[src/inc/ledfc_pkg.sv]
// constants, types and register map of the led string fault control block
package ledfc_pkg;
  localparam int CLK_MHZ = 50;
  localparam int T_SCAN_US = 1000;
  localparam int T_SOFT_US = 2000;
  localparam int T_SETTLE_US = 1000;
  localparam int T_OCP_US = 128;
  localparam int T_MIN_ON_NS = 2000;
  localparam int SCAN_CYC = T_SCAN_US * CLK_MHZ;
  localparam int SOFT_CYC = T_SOFT_US * CLK_MHZ;
  localparam int SETTLE_CYC = T_SETTLE_US * CLK_MHZ;
  localparam int OCP_CYC = T_OCP_US * CLK_MHZ;
  localparam int MIN_ON_CYC = (T_MIN_ON_NS * CLK_MHZ + 999) / 1000;
  localparam int CNT_W = 17;
  localparam int ON_W = 8;
  localparam int NSTR = 6;

  localparam logic [7:0] OFS_CTRL = 8'h00;
  localparam logic [7:0] OFS_STATUS = 8'h04;
  localparam logic [7:0] OFS_FLAGS = 8'h08;
  localparam logic [1:0] CTRL_RST = 2'h3;
  localparam int CTRL_OPEN_BIT = 0;
  localparam int CTRL_SHORT_BIT = 1;
  localparam int ST_INUSE_POS = 8;
  localparam int ST_DIS_POS = 16;
  localparam int ST_FAULT_POS = 24;
  localparam int FL_SHORT_POS = 8;

  typedef enum logic [5:0] {
    st_shut = 6'h01,
    st_scan = 6'h02,
    st_soft = 6'h04,
    st_settle = 6'h08,
    st_run = 6'h10,
    st_latch = 6'h20
  } ledfc_state_t;

  typedef struct packed {
    logic en;
    logic pwm;
    logic ovp_trip;
    logic ovp_clear;
    logic ocp;
    logic otp;
    logic [5:0] grounded;
    logic [5:0] open;
    logic [5:0] high;
    logic [5:0] near_min;
  } ledfc_cmp_t;
endpackage : ledfc_pkg

[src/hdl/ledfc_top.sv]
// led string fault control with ahb-lite register slave
//
// Local design decisions: the register addresses and the AHB-Lite interface to the registers.
`timescale 1ns/1ps
// Operation
// - enable low puts every function in shutdown, standby supply only; lowest string selection and latched fault output stay active
// - critical failure forces the same shutdown as enable low; the code ignores it during the scan state
// - overvoltage trip holds boost switch off until hysteresis clear
// - string sources switch at dimming rates up to 25kHz
// - scan at enable: grounded strings disabled, others pulled up and enabled
// - in-use mask fixed after enable
// - only in-use strings feed lowest string voltage selection
// - open/short checks only after startup; failed string disabled alone
// - no open/short check for dimming on-periods under 2us
// - short when feedback above 8V and some in-use string near minimum
// - short detection inhibited during soft-start
// - in-use string below 180mV is open and disabled
// - all in-use strings open shuts boost down
// - fault output low on thermal, overvoltage or overcurrent
// - thermal latches at once, overcurrent after timer, overvoltage never
// - sources follow dimming input frequency and duty directly
// - over-temperature shuts boost and sources, fault output low
// - after thermal shutdown stay off until new enable
// - pull-up scan of 1ms; strings still low recorded unused
// - overcurrent latches only if present when 128us timer expires
module ledfc_top #(
  parameter int SCAN_CYC = ledfc_pkg::SCAN_CYC,
  parameter int SOFT_CYC = ledfc_pkg::SOFT_CYC,
  parameter int SETTLE_CYC = ledfc_pkg::SETTLE_CYC,
  parameter int OCP_CYC = ledfc_pkg::OCP_CYC
) (
  input wire logic clk,
  input wire logic reset_n,
  input wire logic hsel,
  input wire logic [31:0] haddr,
  input wire logic [1:0] htrans,
  input wire logic hwrite,
  input wire logic [2:0] hsize,
  input wire logic [31:0] hwdata,
  input wire logic hready,
  output logic hreadyout,
  output logic hresp,
  output logic [31:0] hrdata,
  input wire ledfc_pkg::ledfc_cmp_t cmp_in,
  output logic main_ldo_en,
  output logic boost_en,
  output logic boost_switch_en,
  output logic fb_pullup_en,
  output logic [5:0] source_en,
  output logic [5:0] lowest_string_voltage_sel,
  output logic fault_flag_output_n
);
  localparam int N = ledfc_pkg::NSTR;
  ledfc_pkg::ledfc_cmp_t s1_q, s_q;
  ledfc_pkg::ledfc_state_t st_q;
  logic en_prev_q, ovp_hold_q, otp_lat_q, ocp_lat_q, all_open_q, chk_q;
  logic [ledfc_pkg::CNT_W-1:0] cnt_q;
  logic [ledfc_pkg::CNT_W-1:0] ocp_cnt_q;
  logic [ledfc_pkg::ON_W-1:0] on_cnt_q;
  logic [N-1:0] in_use_q, dis_q, open_q, short_q;
  logic [1:0] ctrl_q;
  logic wr_q;
  logic [7:0] wa_q;
  logic [N-1:0] live, open_hit, short_hit;
  logic en_rise, crit;

  function automatic logic [31:0] rd_word(input logic [7:0] a);
    rd_word = 32'h0000_0000;
    case (a)
      ledfc_pkg::OFS_CTRL: rd_word[1:0] = ctrl_q;
      ledfc_pkg::OFS_STATUS: begin
        rd_word[5:0] = st_q;
        rd_word[ledfc_pkg::ST_INUSE_POS +: N] = in_use_q;
        rd_word[ledfc_pkg::ST_DIS_POS +: N] = dis_q;
        rd_word[ledfc_pkg::ST_FAULT_POS +: 4] = {all_open_q, ovp_hold_q, ocp_lat_q, otp_lat_q};
      end
      ledfc_pkg::OFS_FLAGS: begin
        rd_word[N-1:0] = open_q;
        rd_word[ledfc_pkg::FL_SHORT_POS +: N] = short_q;
      end
      default: rd_word = 32'h0000_0000;
    endcase
  endfunction : rd_word

  always_ff @(posedge clk) begin
    if (!reset_n) begin
      s1_q <= '0;
      s_q <= '0;
    end else begin
      s1_q <= cmp_in;
      s_q <= s1_q;
    end
  end

  assign en_rise = s_q.en && !en_prev_q;
  assign live = in_use_q & ~dis_q;
  assign crit = (s_q.otp && st_q != ledfc_pkg::st_shut) || (ocp_cnt_q == OCP_CYC[ledfc_pkg::CNT_W-1:0] - 1'b1 && s_q.ocp);
  assign open_hit = chk_q && ctrl_q[ledfc_pkg::CTRL_OPEN_BIT] ? (s_q.open & live) : '0;
  assign short_hit = (chk_q && ctrl_q[ledfc_pkg::CTRL_SHORT_BIT] && |(s_q.near_min & live)) ? (s_q.high & live) : '0;

  always_ff @(posedge clk) begin
    if (!reset_n) begin
      en_prev_q <= 1'b0;
    end else begin
      en_prev_q <= s_q.en;
    end
  end

  // sequencer
  always_ff @(posedge clk) begin
    if (!reset_n) begin
      st_q <= ledfc_pkg::st_shut;
      cnt_q <= '0;
    end else if (!s_q.en) begin
      st_q <= ledfc_pkg::st_shut;
      cnt_q <= '0;
    end else if (en_rise) begin
      st_q <= ledfc_pkg::st_scan;
      cnt_q <= '0;
    end else begin
      case (st_q)
        ledfc_pkg::st_scan: begin
          if (cnt_q == SCAN_CYC[ledfc_pkg::CNT_W-1:0] - 1'b1) begin
            st_q <= ledfc_pkg::st_soft;
            cnt_q <= '0;
          end else begin
            cnt_q <= cnt_q + 1'b1;
          end
        end
        ledfc_pkg::st_soft: begin
          if (crit) begin
            st_q <= ledfc_pkg::st_latch;
          end else if (cnt_q == SOFT_CYC[ledfc_pkg::CNT_W-1:0] - 1'b1) begin
            st_q <= ledfc_pkg::st_settle;
            cnt_q <= '0;
          end else begin
            cnt_q <= cnt_q + 1'b1;
          end
        end
        ledfc_pkg::st_settle: begin
          if (crit) begin
            st_q <= ledfc_pkg::st_latch;
          end else if (cnt_q == SETTLE_CYC[ledfc_pkg::CNT_W-1:0] - 1'b1) begin
            st_q <= ledfc_pkg::st_run;
            cnt_q <= '0;
          end else begin
            cnt_q <= cnt_q + 1'b1;
          end
        end
        ledfc_pkg::st_run: begin
          if (crit || (live & ~open_hit) == '0) begin
            st_q <= ledfc_pkg::st_latch;
          end
        end
        ledfc_pkg::st_latch: st_q <= ledfc_pkg::st_latch;
        default: st_q <= ledfc_pkg::st_shut;
      endcase
    end
  end

  always_ff @(posedge clk) begin
    if (!reset_n) begin
      in_use_q <= '0;
    end else if (en_rise) begin
      in_use_q <= '0;
    end else if (st_q == ledfc_pkg::st_scan && cnt_q == SCAN_CYC[ledfc_pkg::CNT_W-1:0] - 1'b1) begin
      in_use_q <= ~s_q.grounded;
    end
  end

  always_ff @(posedge clk) begin
    if (!reset_n) begin
      on_cnt_q <= '0;
      chk_q <= 1'b0;
    end else if (!s_q.pwm || st_q != ledfc_pkg::st_run) begin
      on_cnt_q <= '0;
      chk_q <= 1'b0;
    end else begin
      if (on_cnt_q != ledfc_pkg::MIN_ON_CYC[ledfc_pkg::ON_W-1:0]) begin
        on_cnt_q <= on_cnt_q + 1'b1;
      end
      chk_q <= on_cnt_q == ledfc_pkg::MIN_ON_CYC[ledfc_pkg::ON_W-1:0] - 1'b1 || chk_q;
    end
  end

  always_ff @(posedge clk) begin
    if (!reset_n || en_rise) begin
      dis_q <= '0;
      open_q <= '0;
      short_q <= '0;
    end else if (st_q == ledfc_pkg::st_run) begin
      dis_q <= dis_q | open_hit | short_hit;
      open_q <= open_q | open_hit;
      short_q <= short_q | short_hit;
    end
  end

  always_ff @(posedge clk) begin
    if (!reset_n || en_rise) begin
      otp_lat_q <= 1'b0;
      ocp_lat_q <= 1'b0;
      all_open_q <= 1'b0;
    end else if (st_q != ledfc_pkg::st_shut && st_q != ledfc_pkg::st_scan) begin
      if (s_q.otp) begin
        otp_lat_q <= 1'b1;
      end
      if (s_q.ocp && ocp_cnt_q == OCP_CYC[ledfc_pkg::CNT_W-1:0] - 1'b1) begin
        ocp_lat_q <= 1'b1;
      end
      if (st_q == ledfc_pkg::st_run && (live & ~open_hit) == '0) begin
        all_open_q <= 1'b1;
      end
    end
  end

  always_ff @(posedge clk) begin
    if (!reset_n || !s_q.ocp || en_rise) begin
      ocp_cnt_q <= '0;
    end else if (ocp_cnt_q != OCP_CYC[ledfc_pkg::CNT_W-1:0] - 1'b1) begin
      ocp_cnt_q <= ocp_cnt_q + 1'b1;
    end
  end

  always_ff @(posedge clk) begin
    if (!reset_n) begin
      ovp_hold_q <= 1'b0;
    end else if (s_q.ovp_trip) begin
      ovp_hold_q <= 1'b1;
    end else if (s_q.ovp_clear) begin
      ovp_hold_q <= 1'b0;
    end
  end

  // outputs
  always_ff @(posedge clk) begin
    if (!reset_n) begin
      main_ldo_en <= 1'b0;
      boost_en <= 1'b0;
      boost_switch_en <= 1'b0;
      fb_pullup_en <= 1'b0;
      source_en <= '0;
      lowest_string_voltage_sel <= '0;
      fault_flag_output_n <= 1'b1;
    end else begin
      main_ldo_en <= st_q != ledfc_pkg::st_shut && st_q != ledfc_pkg::st_latch;
      boost_en <= st_q == ledfc_pkg::st_soft || st_q == ledfc_pkg::st_settle || st_q == ledfc_pkg::st_run;
      boost_switch_en <= (st_q == ledfc_pkg::st_soft || st_q == ledfc_pkg::st_settle || st_q == ledfc_pkg::st_run)
                         && !s_q.ovp_trip && !ovp_hold_q;
      fb_pullup_en <= st_q == ledfc_pkg::st_scan;
      source_en <= (st_q == ledfc_pkg::st_soft || st_q == ledfc_pkg::st_settle || st_q == ledfc_pkg::st_run)
                   && s_q.pwm ? live : '0;
      lowest_string_voltage_sel <= live;
      fault_flag_output_n <= !(otp_lat_q || ocp_lat_q || (ovp_hold_q && st_q != ledfc_pkg::st_shut));
    end
  end

  // ahb-lite slave, zero wait states
  always_ff @(posedge clk) begin
    if (!reset_n) begin
      hreadyout <= 1'b0;
      hresp <= 1'b0;
      hrdata <= 32'h0000_0000;
      wr_q <= 1'b0;
      wa_q <= 8'h00;
    end else begin
      hreadyout <= 1'b1;
      hresp <= 1'b0;
      wr_q <= hsel && hready && htrans[1] && hwrite && hsize == 3'h2;
      wa_q <= haddr[7:0];
      if (hsel && hready && htrans[1] && !hwrite) begin
        hrdata <= haddr[31:8] == 24'h00_0000 ? rd_word(haddr[7:0]) : 32'h0000_0000;
      end
    end
  end

  always_ff @(posedge clk) begin
    if (!reset_n) begin
      ctrl_q <= ledfc_pkg::CTRL_RST;
    end else if (wr_q && wa_q == ledfc_pkg::OFS_CTRL) begin
      ctrl_q <= hwdata[1:0];
    end
  end

  property p_shut_on_disable;
    @(posedge clk) disable iff (!reset_n) !s_q.en |=> st_q == ledfc_pkg::st_shut ##1 !main_ldo_en && !boost_en;
  endproperty
  a_shut_on_disable: assert property (p_shut_on_disable) else $error("enable low did not shut down");

  property p_crit_shut;
    @(posedge clk) disable iff (!reset_n) (crit && s_q.en && !en_rise && st_q != ledfc_pkg::st_scan)
      |=> st_q == ledfc_pkg::st_latch ##1 !main_ldo_en;
  endproperty
  a_crit_shut: assert property (p_crit_shut) else $error("critical fault did not shut down");

  property p_ovp_gate;
    @(posedge clk) disable iff (!reset_n) s_q.ovp_trip ##1 !s_q.ovp_clear |=> !boost_switch_en [*2];
  endproperty
  a_ovp_gate: assert property (p_ovp_gate) else $error("boost switched during overvoltage");

  property p_mask_fixed;
    @(posedge clk) disable iff (!reset_n) st_q == ledfc_pkg::st_run && s_q.en |=> $stable(in_use_q);
  endproperty
  a_mask_fixed: assert property (p_mask_fixed) else $error("string mask changed after enable");

  property p_short_soft;
    @(posedge clk) disable iff (!reset_n) st_q == ledfc_pkg::st_soft && !en_rise |=> $stable(short_q);
  endproperty
  a_short_soft: assert property (p_short_soft) else $error("short flagged during soft-start");

  property p_open_dis;
    @(posedge clk) disable iff (!reset_n) st_q == ledfc_pkg::st_run && !en_rise && |open_hit
      |=> (dis_q & $past(open_hit)) == $past(open_hit);
  endproperty
  a_open_dis: assert property (p_open_dis) else $error("open string not disabled");

  property p_fault_pin;
    @(posedge clk) disable iff (!reset_n) s_q.otp && s_q.en && !en_rise && st_q != ledfc_pkg::st_shut
      && st_q != ledfc_pkg::st_scan |=> ##1 !fault_flag_output_n;
  endproperty
  a_fault_pin: assert property (p_fault_pin) else $error("fault output not low on thermal fault");

  property p_dim_follow;
    @(posedge clk) disable iff (!reset_n) st_q == ledfc_pkg::st_run |=> source_en == ($past(s_q.pwm) ? $past(live) : '0);
  endproperty
  a_dim_follow: assert property (p_dim_follow) else $error("sources do not follow dimming input");

  property p_latch_hold;
    @(posedge clk) disable iff (!reset_n) st_q == ledfc_pkg::st_latch && s_q.en && !en_rise |=> st_q == ledfc_pkg::st_latch;
  endproperty
  a_latch_hold: assert property (p_latch_hold) else $error("left latch without new enable");

  property p_ocp_timer;
    @(posedge clk) disable iff (!reset_n) $rose(ocp_lat_q) |-> $past(ocp_cnt_q) == OCP_CYC - 1 && $past(s_q.ocp);
  endproperty
  a_ocp_timer: assert property (p_ocp_timer) else $error("overcurrent latched before timer");

  property p_min_on;
    @(posedge clk) disable iff (!reset_n) |(open_hit | short_hit) |-> on_cnt_q == ledfc_pkg::MIN_ON_CYC;
  endproperty
  a_min_on: assert property (p_min_on) else $error("check ran in short on-period");

  property p_pullup_scan;
    @(posedge clk) disable iff (!reset_n) st_q == ledfc_pkg::st_scan |=> fb_pullup_en;
  endproperty
  a_pullup_scan: assert property (p_pullup_scan) else $error("pull-ups off during scan");

  property p_all_open;
    @(posedge clk) disable iff (!reset_n) st_q == ledfc_pkg::st_run && s_q.en && (live & ~open_hit) == '0
      |=> st_q == ledfc_pkg::st_latch ##1 !boost_en;
  endproperty
  a_all_open: assert property (p_all_open) else $error("boost kept running with all strings open");

  property p_sel_live;
    @(posedge clk) disable iff (!reset_n) s_q.en |=> lowest_string_voltage_sel == $past(live);
  endproperty
  a_sel_live: assert property (p_sel_live) else $error("selection includes unused strings");
endmodule : ledfc_top

[config.mk]
export PLATFORM = sky130hd
export DESIGN_NAME = ledfc_top
export DESIGN_NICKNAME = d
export VERILOG_FILES = /design/src/inc/ledfc_pkg.sv /design/src/hdl/ledfc_top.sv
export SDC_FILE = /design/constraint.sdc
export NUM_CORES = 1
export LEC_CHECK = 0
export BUFFER_PORTS_ARGS = -buffer_cell sky130_fd_sc_hd__buf_2
export CAP_MARGIN = 20
export CELL_PAD_IN_SITES_DETAIL_PLACEMENT = 1
export CELL_PAD_IN_SITES_GLOBAL_PLACEMENT = 1
export CORE_AREA = 5 5 138 140
export CTS_BUF_LIST = sky130_fd_sc_hd__clkbuf_4
export DETAILED_ROUTE_END_ITERATION = 10
export DIE_AREA = 0 0 143 145
export MAX_ROUTING_LAYER = met4
export PLACE_DENSITY = 0.79
export SETUP_SLACK_MARGIN = 0.3
export SLEW_MARGIN = 40
export SYNTH_ARGS = -nofsm -noshare
export SYNTH_HDL_FRONTEND = slang
export SYNTH_SLANG_ARGS = --single-unit
export TNS_END_PERCENT = 100
[constraint.sdc]
create_clock -name clk -period 2.91 [get_ports clk]
set_input_delay 0.873 -clock clk [delete_from_list [all_inputs] [get_ports clk]]
set_output_delay 0.873 -clock clk [all_outputs]
set_load 0.05 [all_outputs]
==> metrics.md <==
| Metric | Value |
|---|---|
| Status | `finished, final reports clean` |
| Detail Route met3 WL | `approximately 1000 microns` |
| Clock Path Buffers | `2` |
| Via density | `5.31` |
| Top Family by Delay on Critical Path | `simple AND/OR/NAND/NOR gates` |
| CP max stage cell | `or4b_1` |
| Req. time, crit path | `roughly 3.4 ns` |
| Crit path buf inv count | `0` |
| Ys flop type | `dfxtp_1` |
| Hold_sp | `s_q[18]` |
| Pre-antenna DRT Iters | `5` |
| Syn Std Cell Area | `roughly 0.0072 sq mm` |
| Critical-path cell list | `or3_4 -> or3_4 -> a211oi_4 -> nor2_2 -> or4b_1 -> o22ai_1` |
| Initial antenna violation count | `1` |
| Worst Hold Class | `register to register` |
| Power Dens Cells | `between 500 and 600 mW/mm^2` |
| RSZ-0062 raised after global routing | `no` |
| Area growth from synthesis to layout | `15.0%` |
| # nets final | `992` |
| Critical path class | `register to register` |
| Setup slack, reg-to-reg | `just under 0.4 ns` |
| CTS Sinks | `around 190` |
| Die height | `~150 microns` |
| Worst R2R Start | `st_q[5]` |
| # fillers | `roughly 2100` |
| Leak Pwr | `between 3 and 4 nW` |
| Post-CTS Setup Inserts | `0` |
| Synth warn | `0` |
| Worst Clk Skew | `approximately 0.015 ns` |
| Max Used Layer | `met4` |
| Rows | `between 40 and 50` |
| Total GRT Usage | `0.184` |
| Initial Util | `0.409` |
| Max stage delay on crit path | `0.53 ns` |
| Drt wl/cell | `between 15 and 20 microns` |
| Final Hold Viols | `0` |
| Post-route DRC | `0` |
| Fraction of the yosys area taken by sequential cells | `0.523` |
| Post-synthesis register bit count | `about 190` |
| R2R cell count | `6` |
| Slew Limit Headroom | `0.622` |
| Fmax | `about 0.4 GHz` |
| Vias in the first global route | `between 6000 and 7000` |
| Clock Latency Late Sink | `between 0.5 and 0.6 ns` |
| CTS tree | `yes` |
| Cell variety after synth | `54` |
| Antenna Violating Nets Remaining | `0` |
| Setup crit end kind | `register` |
| Largest net degree at the start of global routing | `just over 60` |
| Hold endpoint | `in_use_q[0]` |
| Post-CTS Resized | `0` |
| Met1 WL | `between 8000 and 9000 microns` |
| Startpoint types | `register` |
| H-tree depth | `4` |
| Footprint of the multi-input gates | `about 0.0032 sq mm` |
| Top post-synthesis cells by area | `dfxtp_1 52%, and2_1 7.1%, nor2_1 4.1%, nand2_1 3.0%, a22oi_1 2.1%` |
| Number of port buffers | `about 110` |
| Instance count on the critical path | `6` |
| Period utilisation layout | `0.867` |
| CP Data Arrival Time | `between 3 and 4 ns` |
| Worst slew pin tran | `between 0.5 and 0.6 ns` |
| Slew Limit Fails | `0` |
| Total number of vias | `approximately 6000` |
| Fin crit period | `2.52 ns` |
| Placed cells | `approximately 1100` |
| Most frequent cell on the critical path | `or3_4` |
| TNS Setup | `0 ns` |
| Hold path depth | `1` |
| Total power | `around 0.0043 W` |
| Final Setup Violations | `0` |
| Reg-to-Reg End | `cnt_q[7]` |
| Largest area contributor in the netlist | `dfxtp_1` |
| DR WL met2 | `about 8500 microns` |
| CTS Hold Buffers Added | `0` |
| Crit Path Max Fanout | `11` |
| DIE AREA | `~0.021 sq mm` |
| Post-detail-place hpwl | `about 14000 microns` |
| Max_cap viols | `0` |
| Initial DRC count | `between 300 and 400` |
| Placer Congestion | `between 0.8 and 0.9` |
| Post-synth EDFFs | `0` |
| Register area | `around 0.0038 sq mm` |
| Layout cells sized above 1 | `0.191` |
| Final non-filler cell total | `about 1100` |
| Avg Inst Size Synth | `between 9 and 10 sq um` |
| Final wirelength | `18400 microns` |
| Top cell type's share of synthesized area | `0.523` |
| Worst VDD drop | `between 300 and 400 uV` |
| CTS root buffer | `clkbuf_4` |
| Async S/R FF share, synth | `0` |
| I/O pin cnt | `between 150 and 200` |
| Clk pin slew, worst setup/hold paths | `around 0.16 ns` |
| Total CTS buffers | `17` |
| Syn Inst Count | `773` |
| Core Region | `about 0.018 sq mm` |
| Global-route wire length before repair | `approximately 30000 microns` |
| Gr ovfl total | `0` |
| Util after Layout | `0.470` |
| Die Wd | `143 microns` |
-- cell families after synthesis --
| family | synth area share |
|---|---|
| mux | 0.00830 |
| compound gates | 0.134 |
| simple gates | 0.261 |
| other cells | 0.000518 |
| fa+ha+maj | 0.00691 |
| xor+xnor | 0.0290 |
| flops | 0.523 |
| buf+inv | 0.0368 |
-- cell usage in the layout (no fill, tap or decap), drive strengths merged, types with 5 or more instances in the layout --
cell	count
a21boi	17
clkbuf	18
nor4	12
inv	14
o41ai	6
conb	11
nor3	10
a221oi	6
nor2	81
clkinv	7
a22oi	20
buf	131
dfxtp	189
o22ai	5
nand2	57
a21oi	17
xnor2	9
nor2b	18
and2	82
xor2	15
a211oi	8
nand4	12
and3	10
o21ai	20
nand3	28
a31oi	18
nand2b	9
o211ai	8
mux2i	6
-- final cells by class --
| cell class | instances | share of cell area |
|---|---|---|
| clock inverters | 14 | 0.0182 |
| flip-flops and latches | 189 | 0.455 |
| multi-input cells | 537 | 0.388 |
| inverters | 8 | 0.00361 |
| repair buffers | 131 | 0.0845 |
| clock buffers | 18 | 0.0162 |
| well taps | 229 | 0.0344 |
| diodes | 1 | 0.000301 |
-- worst max-delay path by stage --
stage	startpoint	to
floorplan	htrans[1]	hrdata[16]
global placement	haddr[1]	hrdata[21]
detailed placement	haddr[1]	hrdata[21]
CTS	st_q[5]	cnt_q[7]
global route	st_q[5]	cnt_q[7]
finish	st_q[5]	cnt_q[7]
-- through the flow --
stage	setup slack (ns)	area, sq um	hold slack (ns)
finish	0.388	8320	0.418
global placement	0.225	8030	0.393
global route	0.316	8320	0.402
CTS	0.386	8320	0.399
detailed placement	0.190	8030	0.403
floorplan	0.370	7280	0.390
-- state kept, by name (all words and copies together), names as in the netlist, 8 cells and up --
signal,count
hrdata,22
wa_q,8
ocp_cnt_q,17
cnt_q,17
on_cnt_q,8
s1_q,30
s_q,30
-- synthesized netlist by cell type (4+ instances only) --
| cell type | number |
|---|---|
| dfxtp_1 | 189 |
| and2_1 | 82 |
| nor2_1 | 80 |
| nand2_1 | 57 |
| clkbuf_1 | 34 |
| nand3_1 | 28 |
| a22oi_1 | 20 |
| o21ai_0 | 20 |
| a31oi_1 | 18 |
| nor2b_1 | 18 |
| a21boi_0 | 17 |
| a21oi_1 | 17 |
| xor2_1 | 15 |
| buf_4 | 12 |
| nand4_1 | 12 |
| nor4_1 | 12 |
| and3_1 | 10 |
| nor3_1 | 10 |
| nand2b_1 | 9 |
| xnor2_1 | 9 |
| inv_1 | 8 |
| o211ai_1 | 8 |
| a211oi_1 | 7 |
| a221oi_1 | 6 |
| mux2i_1 | 6 |
| o41ai_1 | 6 |
| o22ai_1 | 5 |
| a41oi_1 | 4 |
| and4_1 | 4 |
| ha_1 | 4 |
| nand4b_1 | 4 |
| nor3b_1 | 4 |
| nor4bb_1 | 4 |
-- power breakdown --
part / internal [W] / leakage [nW] / switching [W]
registers: 0.00264 / 1.54 / 0.0000238
clock network: 0.000470 / 0.160 / 0.000951
logic: 0.0000751 / 1.48 / 0.000103
-- metal layers --
| metal | vias up | track usage |
|---|---|---|
| li1 | 2917 | - |
| met1 | 2884 | 0.241 |
| met2 | 162 | 0.285 |
| met3 | 24 | 0.0365 |
| met4 | 0 | 0.0585 |
| met5 | - | - |
Power figures use the tool's default switching activity.
